$ cat src/shared/spc_pkg.sv
// constants shared by the serial pin and priority control block
package spc_pkg;

  // --------------------------------------------------------------------
  // register offsets (peripheral address space)
  // --------------------------------------------------------------------
  localparam logic [15:0] ADDR_PIN_CTRL_TWO = 16'h103e;
  localparam logic [15:0] ADDR_PRI_CTRL     = 16'h103f;

  // --------------------------------------------------------------------
  // field positions of serial_pin_ctrl_two
  // --------------------------------------------------------------------
  localparam int SOMI_DIR_BIT  = 0;
  localparam int SOMI_FUNC_BIT = 1;
  localparam int SOMI_DOUT_BIT = 2;
  localparam int SOMI_RB_BIT   = 3;
  localparam int SIMO_DIR_BIT  = 4;
  localparam int SIMO_FUNC_BIT = 5;
  localparam int SIMO_DOUT_BIT = 6;
  localparam int SIMO_RB_BIT   = 7;

  // --------------------------------------------------------------------
  // field positions of serial_irq_priority_ctrl
  // --------------------------------------------------------------------
  localparam int SUSP_EN_BIT   = 5;
  localparam int PRIORITY_BIT  = 6;
  localparam int TEST_BIT      = 7;
  localparam int RSVD_MSB      = 4;

  // --------------------------------------------------------------------
  // values after reset and read value of reserved bits
  // --------------------------------------------------------------------
  localparam logic       RST_BIT   = 1'h0;
  localparam logic [7:0] RST_BYTE  = 8'h00;
  localparam logic [4:0] RSVD_READ = 5'h00;

endpackage

$ cat src/hdl/spc_pin_cell.sv
// one serial port pin: gpio / serial function mux with registered outputs
`timescale 1ns/1ps
`default_nettype none

module spc_pin_cell (
  input  wire logic clk,
  input  wire logic srst,
  input  wire logic dir,
  input  wire logic func,
  input  wire logic dout,
  input  wire logic ser_out,
  input  wire logic ser_oe,
  input  wire logic pin_in,
  output logic      pin_out,
  output logic      pin_oe_n,
  output logic      pin_rb
);

  typedef struct packed {
    logic out;
    logic oe_n;
    logic rb;
  } spc_cell_t;

  spc_cell_t s_q;
  spc_cell_t s_d;

  // --------------------------------------------------------------------
  // pin mux
  // --------------------------------------------------------------------

  always_comb begin
    s_d    = s_q;
    s_d.rb = pin_in;                 // live level, every mode
    if (!func) begin
      s_d.out  = dout;
      s_d.oe_n = ~dir;
    end else begin
      s_d.out  = ser_out;
      s_d.oe_n = ~ser_oe;
    end
  end

  // state register
  always_ff @(posedge clk) begin
    if (srst) begin
      s_q.out  <= spc_pkg::RST_BIT;
      s_q.oe_n <= 1'h1;              // released after reset
      s_q.rb   <= spc_pkg::RST_BIT;
    end else begin
      s_q <= s_d;
    end
  end

  assign pin_out  = s_q.out;
  assign pin_oe_n = s_q.oe_n;
  assign pin_rb   = s_q.rb;
endmodule

`default_nettype wire

$ cat src/hdl/spc_top.sv
// serial port pin control (second register) and interrupt priority control
//
// Strobed register access was chosen for this implementation.
`timescale 1ns/1ps
`default_nettype none

module spc_top (
  input  wire logic        clk,
  input  wire logic        srst,
  // register port
  input  wire logic [15:0] reg_addr,
  input  wire logic [7:0]  reg_wdata,
  input  wire logic        reg_wr,
  input  wire logic        reg_rd,
  output logic      [7:0]  reg_rdata,
  input  wire logic        priv_mode,
  // shift engine side
  input  wire logic        eng_simo_out,
  input  wire logic        eng_simo_oe,
  input  wire logic        eng_somi_out,
  input  wire logic        eng_somi_oe,
  input  wire logic        eng_irq_req,
  input  wire logic        eng_seq_busy,
  output logic             eng_run_en,
  output logic             eng_test_mode,
  output logic             eng_simo_in,
  output logic             eng_somi_in,
  // debug
  input  wire logic        debug_suspend,
  // interrupt requests to the cpu
  output logic             irq_level1,
  output logic             irq_level2,
  // pins
  input  wire logic        simo_pin_in,
  output logic             simo_pin_out,
  output logic             simo_pin_oe_n,
  input  wire logic        somi_pin_in,
  output logic             somi_pin_out,
  output logic             somi_pin_oe_n
);

  typedef struct packed {
    logic       simo_dir;
    logic       simo_func;
    logic       simo_dout;
    logic       somi_dir;
    logic       somi_func;
    logic       somi_dout;
    logic       susp_en;
    logic       prio;
    logic       test;
    logic [7:0] rdata;
    logic       irq1;
    logic       irq2;
    logic       run_en;
  } spc_state_t;

  spc_state_t s_q;
  spc_state_t s_d;
  logic       simo_rb;
  logic       somi_rb;
  logic       wr_pc2;
  logic       wr_pri;

  // --------------------------------------------------------------------
  // pin cells
  // --------------------------------------------------------------------

  spc_pin_cell u_simo (
    .clk      (clk),
    .srst     (srst),
    .dir      (s_q.simo_dir),
    .func     (s_q.simo_func),
    .dout     (s_q.simo_dout),
    .ser_out  (eng_simo_out),
    .ser_oe   (eng_simo_oe),
    .pin_in   (simo_pin_in),
    .pin_out  (simo_pin_out),
    .pin_oe_n (simo_pin_oe_n),
    .pin_rb   (simo_rb)
  );

  spc_pin_cell u_somi (
    .clk      (clk),
    .srst     (srst),
    .dir      (s_q.somi_dir),
    .func     (s_q.somi_func),
    .dout     (s_q.somi_dout),
    .ser_out  (eng_somi_out),
    .ser_oe   (eng_somi_oe),
    .pin_in   (somi_pin_in),
    .pin_out  (somi_pin_out),
    .pin_oe_n (somi_pin_oe_n),
    .pin_rb   (somi_rb)
  );

  // --------------------------------------------------------------------
  // next state
  // --------------------------------------------------------------------

  assign wr_pc2 = reg_wr && (reg_addr == spc_pkg::ADDR_PIN_CTRL_TWO);
  assign wr_pri = reg_wr && (reg_addr == spc_pkg::ADDR_PRI_CTRL);

  always_comb begin
    s_d = s_q;
    if (wr_pc2) begin
      s_d.somi_dir  = reg_wdata[spc_pkg::SOMI_DIR_BIT];
      s_d.somi_func = reg_wdata[spc_pkg::SOMI_FUNC_BIT];
      s_d.somi_dout = reg_wdata[spc_pkg::SOMI_DOUT_BIT];
      s_d.simo_dir  = reg_wdata[spc_pkg::SIMO_DIR_BIT];
      s_d.simo_func = reg_wdata[spc_pkg::SIMO_FUNC_BIT];
      s_d.simo_dout = reg_wdata[spc_pkg::SIMO_DOUT_BIT];
    end
    if (wr_pri && priv_mode) begin
      s_d.susp_en = reg_wdata[spc_pkg::SUSP_EN_BIT];
      s_d.prio  = reg_wdata[spc_pkg::PRIORITY_BIT];
      s_d.test  = reg_wdata[spc_pkg::TEST_BIT];
    end
    // read data, valid the cycle after the strobe only
    s_d.rdata = spc_pkg::RST_BYTE;
    if (reg_rd && reg_addr == spc_pkg::ADDR_PIN_CTRL_TWO) begin
      // live pin levels in bits 7 and 3
      s_d.rdata = {simo_rb, s_q.simo_dout, s_q.simo_func, s_q.simo_dir,
                   somi_rb, s_q.somi_dout, s_q.somi_func, s_q.somi_dir};
    end else if (reg_rd && reg_addr == spc_pkg::ADDR_PRI_CTRL) begin
      s_d.rdata = {s_q.test, s_q.prio, s_q.susp_en, spc_pkg::RSVD_READ};
    end
    s_d.irq1 = eng_irq_req && !s_q.prio;
    s_d.irq2 = eng_irq_req && s_q.prio;
    if (!debug_suspend) begin
      s_d.run_en = 1'b1;
    end else if (s_q.susp_en) begin
      s_d.run_en = 1'b0;
    end else begin
      s_d.run_en = eng_seq_busy;
    end
  end

  // --------------------------------------------------------------------
  // state register
  // --------------------------------------------------------------------

  always_ff @(posedge clk) begin
    if (srst) begin
      s_q.simo_dir  <= spc_pkg::RST_BIT;
      s_q.simo_func <= spc_pkg::RST_BIT;
      s_q.simo_dout <= spc_pkg::RST_BIT;
      s_q.somi_dir  <= spc_pkg::RST_BIT;
      s_q.somi_func <= spc_pkg::RST_BIT;
      s_q.somi_dout <= spc_pkg::RST_BIT;
      s_q.susp_en   <= spc_pkg::RST_BIT;
      s_q.prio      <= spc_pkg::RST_BIT;
      s_q.test      <= spc_pkg::RST_BIT;
      s_q.rdata     <= spc_pkg::RST_BYTE;
      s_q.irq1      <= spc_pkg::RST_BIT;
      s_q.irq2      <= spc_pkg::RST_BIT;
      s_q.run_en    <= 1'b1;
    end else begin
      s_q <= s_d;
    end
  end

  // outputs straight from flip-flops
  assign reg_rdata     = s_q.rdata;
  assign irq_level1    = s_q.irq1;
  assign irq_level2    = s_q.irq2;
  assign eng_run_en    = s_q.run_en;
  assign eng_test_mode = s_q.test;   // software keeps it 0
  assign eng_simo_in   = simo_rb;
  assign eng_somi_in   = somi_rb;
endmodule

`default_nettype wire

$ cat config.mk
export PLATFORM = sky130hd
export DESIGN_NAME = spc_top
export DESIGN_NICKNAME = d
export VERILOG_FILES = /design/src/shared/spc_pkg.sv /design/src/hdl/spc_pin_cell.sv /design/src/hdl/spc_top.sv
export SDC_FILE = /design/constraint.sdc
export NUM_CORES = 1
export LEC_CHECK = 0
export BUFFER_PORTS_ARGS = -buffer_cell sky130_fd_sc_hd__buf_2
export CAP_MARGIN = 40
export CORE_MARGIN = 10
export CORE_UTILIZATION = 39
export DETAILED_ROUTE_END_ITERATION = 10
export PLACE_DENSITY_LB_ADDON = 0.05
export RECOVER_POWER = 50
export SYNTH_ARGS = -nofsm -noshare
export SYNTH_HDL_FRONTEND = slang
export SYNTH_SLANG_ARGS = --single-unit
export TNS_END_PERCENT = 30
$ cat constraint.sdc
create_clock -name clk -period 3.8 [get_ports clk]
set_clock_uncertainty 0.05 [all_clocks]
set_input_delay 0.57 -clock clk [delete_from_list [all_inputs] [get_ports clk]]
set_output_delay 0.57 -clock clk [all_outputs]
set_load 0.005 [all_outputs]
* Word level (Yosys, flattened, before mapping)
Index checks and enable logic that the tools add are counted.
Word-level totals: flip-flop bits (word level) 26, bits of input ports 38, output and inout port bits 18, word-level logic and storage cells 40
Operators by class: equality and inequality tests 2, mux-type cells 5, bitwise gates (word level) 5, reductions and logical operators 9
Operator list (count):
- $eq 16x13->1 const B | 2
- $mux 8 | 2
- $logic_and 1x1->1 | 7
- $not 1->1 | 5
- $mux 2 | 2
- $reduce_or 2->1 | 1
- $logic_not 1->1 | 1
- $mux 1 | 1

* Logic depth before layout (Yosys ltp)
depth after elaboration 4, gate-level depth with buffers 5

* Hierarchy
A second synthesis with hierarchy kept.
Unflattened totals: cells, all modules 101, area, all modules 1061.0 um2
Modules (own cells, without submodules):
- spc_top | instances 1, cells each 85, area an instance 868.3 um2, seq. area each 400.4 um2
- spc_pin_cell | instances 2, cells each 8, area an instance 96.3 um2, seq. area each 60.1 um2

* Least setup slack after synthesis
No wires, ideal clock.
path type input -> register, start in reg_addr[9], end reg s_q (netlist bit reg_rdata[5]), setup time 0.059 ns, arrival 1.577 ns, slack 2.114 ns, stages 4, path through nor4_4 nand4_4 nor4b_4 a22o_1
On the way: word-level cells in the longest chain between the ends 4, elaborated cells between the ends (all ways) 6, classes of those cells eq/ne: 2; mux: 2; reduce/logical: 2
RTL lines:
- from (decl) | RTL line spc_top.sv:11 | input wire logic [15:0] reg_addr,
- $eq 16x13->1 | RTL line spc_top.sv:125 | end else if (reg_rd && reg_addr == spc_pkg::ADDR_PRI_CTRL) begin
- $logic_and 1x1->1 | RTL line spc_top.sv:125
- $mux 8 | RTL line spc_top.sv:125
- $mux 8 (*) | RTL line spc_top.sv:121 | if (reg_rd && reg_addr == spc_pkg::ADDR_PIN_CTRL_TWO) begin
- to (decl) | RTL line spc_top.sv:58 | spc_state_t s_q;
Mark *: on every way between the ends. The rest lies on a longest branch, timed or not. A chain may end at the register's enable or synchronous reset.

* Worst setup path after layout
start in reg_addr[9], end reg s_q (netlist bit reg_rdata[7])
Same word-level chain as after synthesis.

==> reports/summary.txt <==
H-tree depth - 1
DR DRC count - 0
Fin crit period - 1.71 ns
Height of the die - 71.5 um
Die Wd - 71.5 um
Core Area - 2500 um^2
YS warnings - 0
Max frequency - 585 MHz
Placer congestion estimate - 0.690
Reg clk slew, reported paths - 0.14 ns
Filler cells - 251
Initial Util - 0.414
Worst slew pin tran - 0.921 ns
Largest net degree at the start of global routing - 21
Final core utilization - 0.516
Cell Int Power - 0.352 mW
Number of global-route vias before repair - 933
Power Density - 347 nW/um^2
Required @ worst endpoint - 4.02 ns
Post-synthesis sequential area ratio - 0.503
Non-filler cells, final - 175
Switch share - 0.214
Gate power share - 0.078
Crit Path Class - input port to flop
Synth top area cells - dfxtp_1 50%, buf_4 6.5%, nand3_1 4.8%
Crit. End Element - flop
Crit share post-route - 0.450
Startpoint types - input port
Post-CTS Setup Bufs - 0
Share of the synthesized area in the top cell type - 0.503
Post-layout net count - 184
I/O pin count - 56
Bufs on Longest Clock Path - 2
DRT antenna net count - 0
Endpoints failing setup - 0
Antenna cell count - 0
DIE AREA - 5110 um^2
Outcome - completed
Total CTS buffers - 3
Cells after DPL - 171
Post_cts resized - 0
CP cell instances - buf_2 > nor4_4 > and4_1 > and4b_1 > a22o_1
DRT Pass-1 Iters - 3
TNS Setup - 0 ns
Max VDD drop - 192 uV
Hold crit path type - input port to flop
Total gr overflow - 0
Clk sinks - 26
Routed vias/inst - 4.87
Hold bufs inserted after CTS - 0
Max-slew violations - 0
#FFs+latches synth - 26
Final Power - 0.448 mW
Vias - 852
Clk Latency, worst-skew pair - 0.31 ns
Port Buffers - 54
Total routed wirelength - 2510 um
Largest area contributor in the netlist - dfxtp_1
Initial DRC Count - 16
FP Rows - 18
CP max stage cell - and4_1
Global-route wire length before repair - 4060 um
Slew HR - 0.386
Initial antenna violation count - 0
Global-route usage over all layers - 0.0940
P_leak - 0.546 nW
Synth-to-layout area growth - 24.5%
HPWL Detailed - 2010 um
Ratio of cells with drive above 1 in the final layout - 0.366
Fin Hold WS - 0.376 ns
Netlist cell types - 24
DR WL/cell - 14.3 um
Avg Cell Area, Syn - 10.6 um^2
Root buffer cell - clkbuf_4
Switching pwr - 0.0958 mW
Mapped Cells - 98
Hold Violations, Final - 0
TritonCTS clock tree - yes
Mapped Nets - 136
Reg power frac - 0.615
CP Max Fanout - 10
Cell Area, Synth - 1030 um^2
Max incr delay on CP - 0.46 ns
Clock share of power - 0.307
RSZ-0062 raised after global routing - false
Max Cap Violations - 0
WP data arrival - 1.93 ns
==> power by group through the flow <==
stage	clock [mW]	combinational [mW]	sequential (mW)
after CTS	0.143	0.0354	0.275
final	0.138	0.0347	0.275
after global routing	0.151	0.0386	0.276
after detailed placement	0	0.0353	0.281
after floorplan	0	0.0102	0.282
after global placement	0	0.0345	0.281
==> Yosys cell counts <==
library cell / instances
and3b_1: 1
or2_2: 2
clkbuf_1: 2
nand2b_1: 2
nand3b_1: 1
a22o_1: 3
buf_4: 9
nor4_4: 1
nor3b_1: 1
nor3b_2: 1
mux2i_1: 4
and4b_1: 2
nor4b_4: 1
nor2_1: 2
and4bb_2: 1
nand3_1: 10
nand4_4: 1
and4_1: 1
and3_1: 1
o21ai_0: 9
and2_1: 5
nor2b_1: 3
a21oi_1: 9
dfxtp_1: 26
==> critical path, delay by kind of cell <==
family / cells / cell delay, ns
buf+inv: 1 / 0.11
simple gates: 3 / 1.10
compound gates: 1 / 0.14
==> worst paths after layout <==
path	from	endpoint	slack [ns]	depth (start not counted)
setup reg to reg	s_q[18]	u_simo.pin_oe_n	2.87	2
hold / removal	debug_suspend	eng_run_en	0.38	2
setup / recovery	reg_addr[9]	reg_rdata[7]	2.09	5
hold reg to reg	u_somi.pin_rb	reg_rdata[3]	0.43	1
==> cells by family after synthesis <==
| group | synth area share |
|---|---|
| buffers and inverters | 0.0725 |
| flip-flops | 0.503 |
| AND/OR/NAND/NOR | 0.273 |
| multiplexers | 0.0387 |
| AO/OA/AOI/OAI | 0.112 |
==> final cells by class <==
type                    instances  area (um^2)  area share
clock buffers                   4         36.3      0.0282
flip-flops and latches         26          520       0.404
multi-input cells              61          439       0.341
well taps                      30         37.5      0.0291
repair buffers                 54          255       0.198
==> metal layers <==
metal  vias to the layer above  part of all wire  global-route usage
met2                        37              0.43               0.146
met5                         -                 0                   0
met3                         2              0.12              0.0537
met1                       377              0.44               0.108
met4                         0            0.0036              0.0258
li1                        436                 -                   -
==> flip-flops by register name, indices dropped and copies added, names as in the netlist <==
register / count
eng_test_mode: 1
irq_level1: 1
irq_level2: 1
u_somi.pin_rb: 1
u_somi.pin_oe_n: 1
u_somi.pin_out: 1
u_simo.pin_oe_n: 1
reg_rdata: 8
u_simo.pin_rb: 1
u_simo.pin_out: 1
eng_run_en: 1
s_q: 8
==> stage by stage <==
step,worst slack (ns),area [um^2]
4_1_cts,2.10,1300
3_5_place_dp,1.75,1270
2_1_floorplan,2.11,1030
3_3_place_gp,1.77,1270
5_1_grt,2.01,1290
6_report,2.09,1290
==> layout by cell type, fill, tap and decap left out, types with 2 or more instances in the layout <==
cell type / synthesis / layout
buf_2: 0 / 42
dfxtp_1: 26 / 26
clkbuf_1: 2 / 12
nand3_1: 10 / 10
o21ai_0: 9 / 9
a21oi_1: 9 / 9
and2_1: 5 / 5
mux2i_1: 4 / 4
nor2b_1: 3 / 3
a22o_1: 3 / 3
clkbuf_4: 0 / 3
and4b_1: 2 / 2
nand2b_1: 2 / 2
nor2_1: 2 / 2
or2_2: 2 / 2
(Power assumes the default switching activity.)
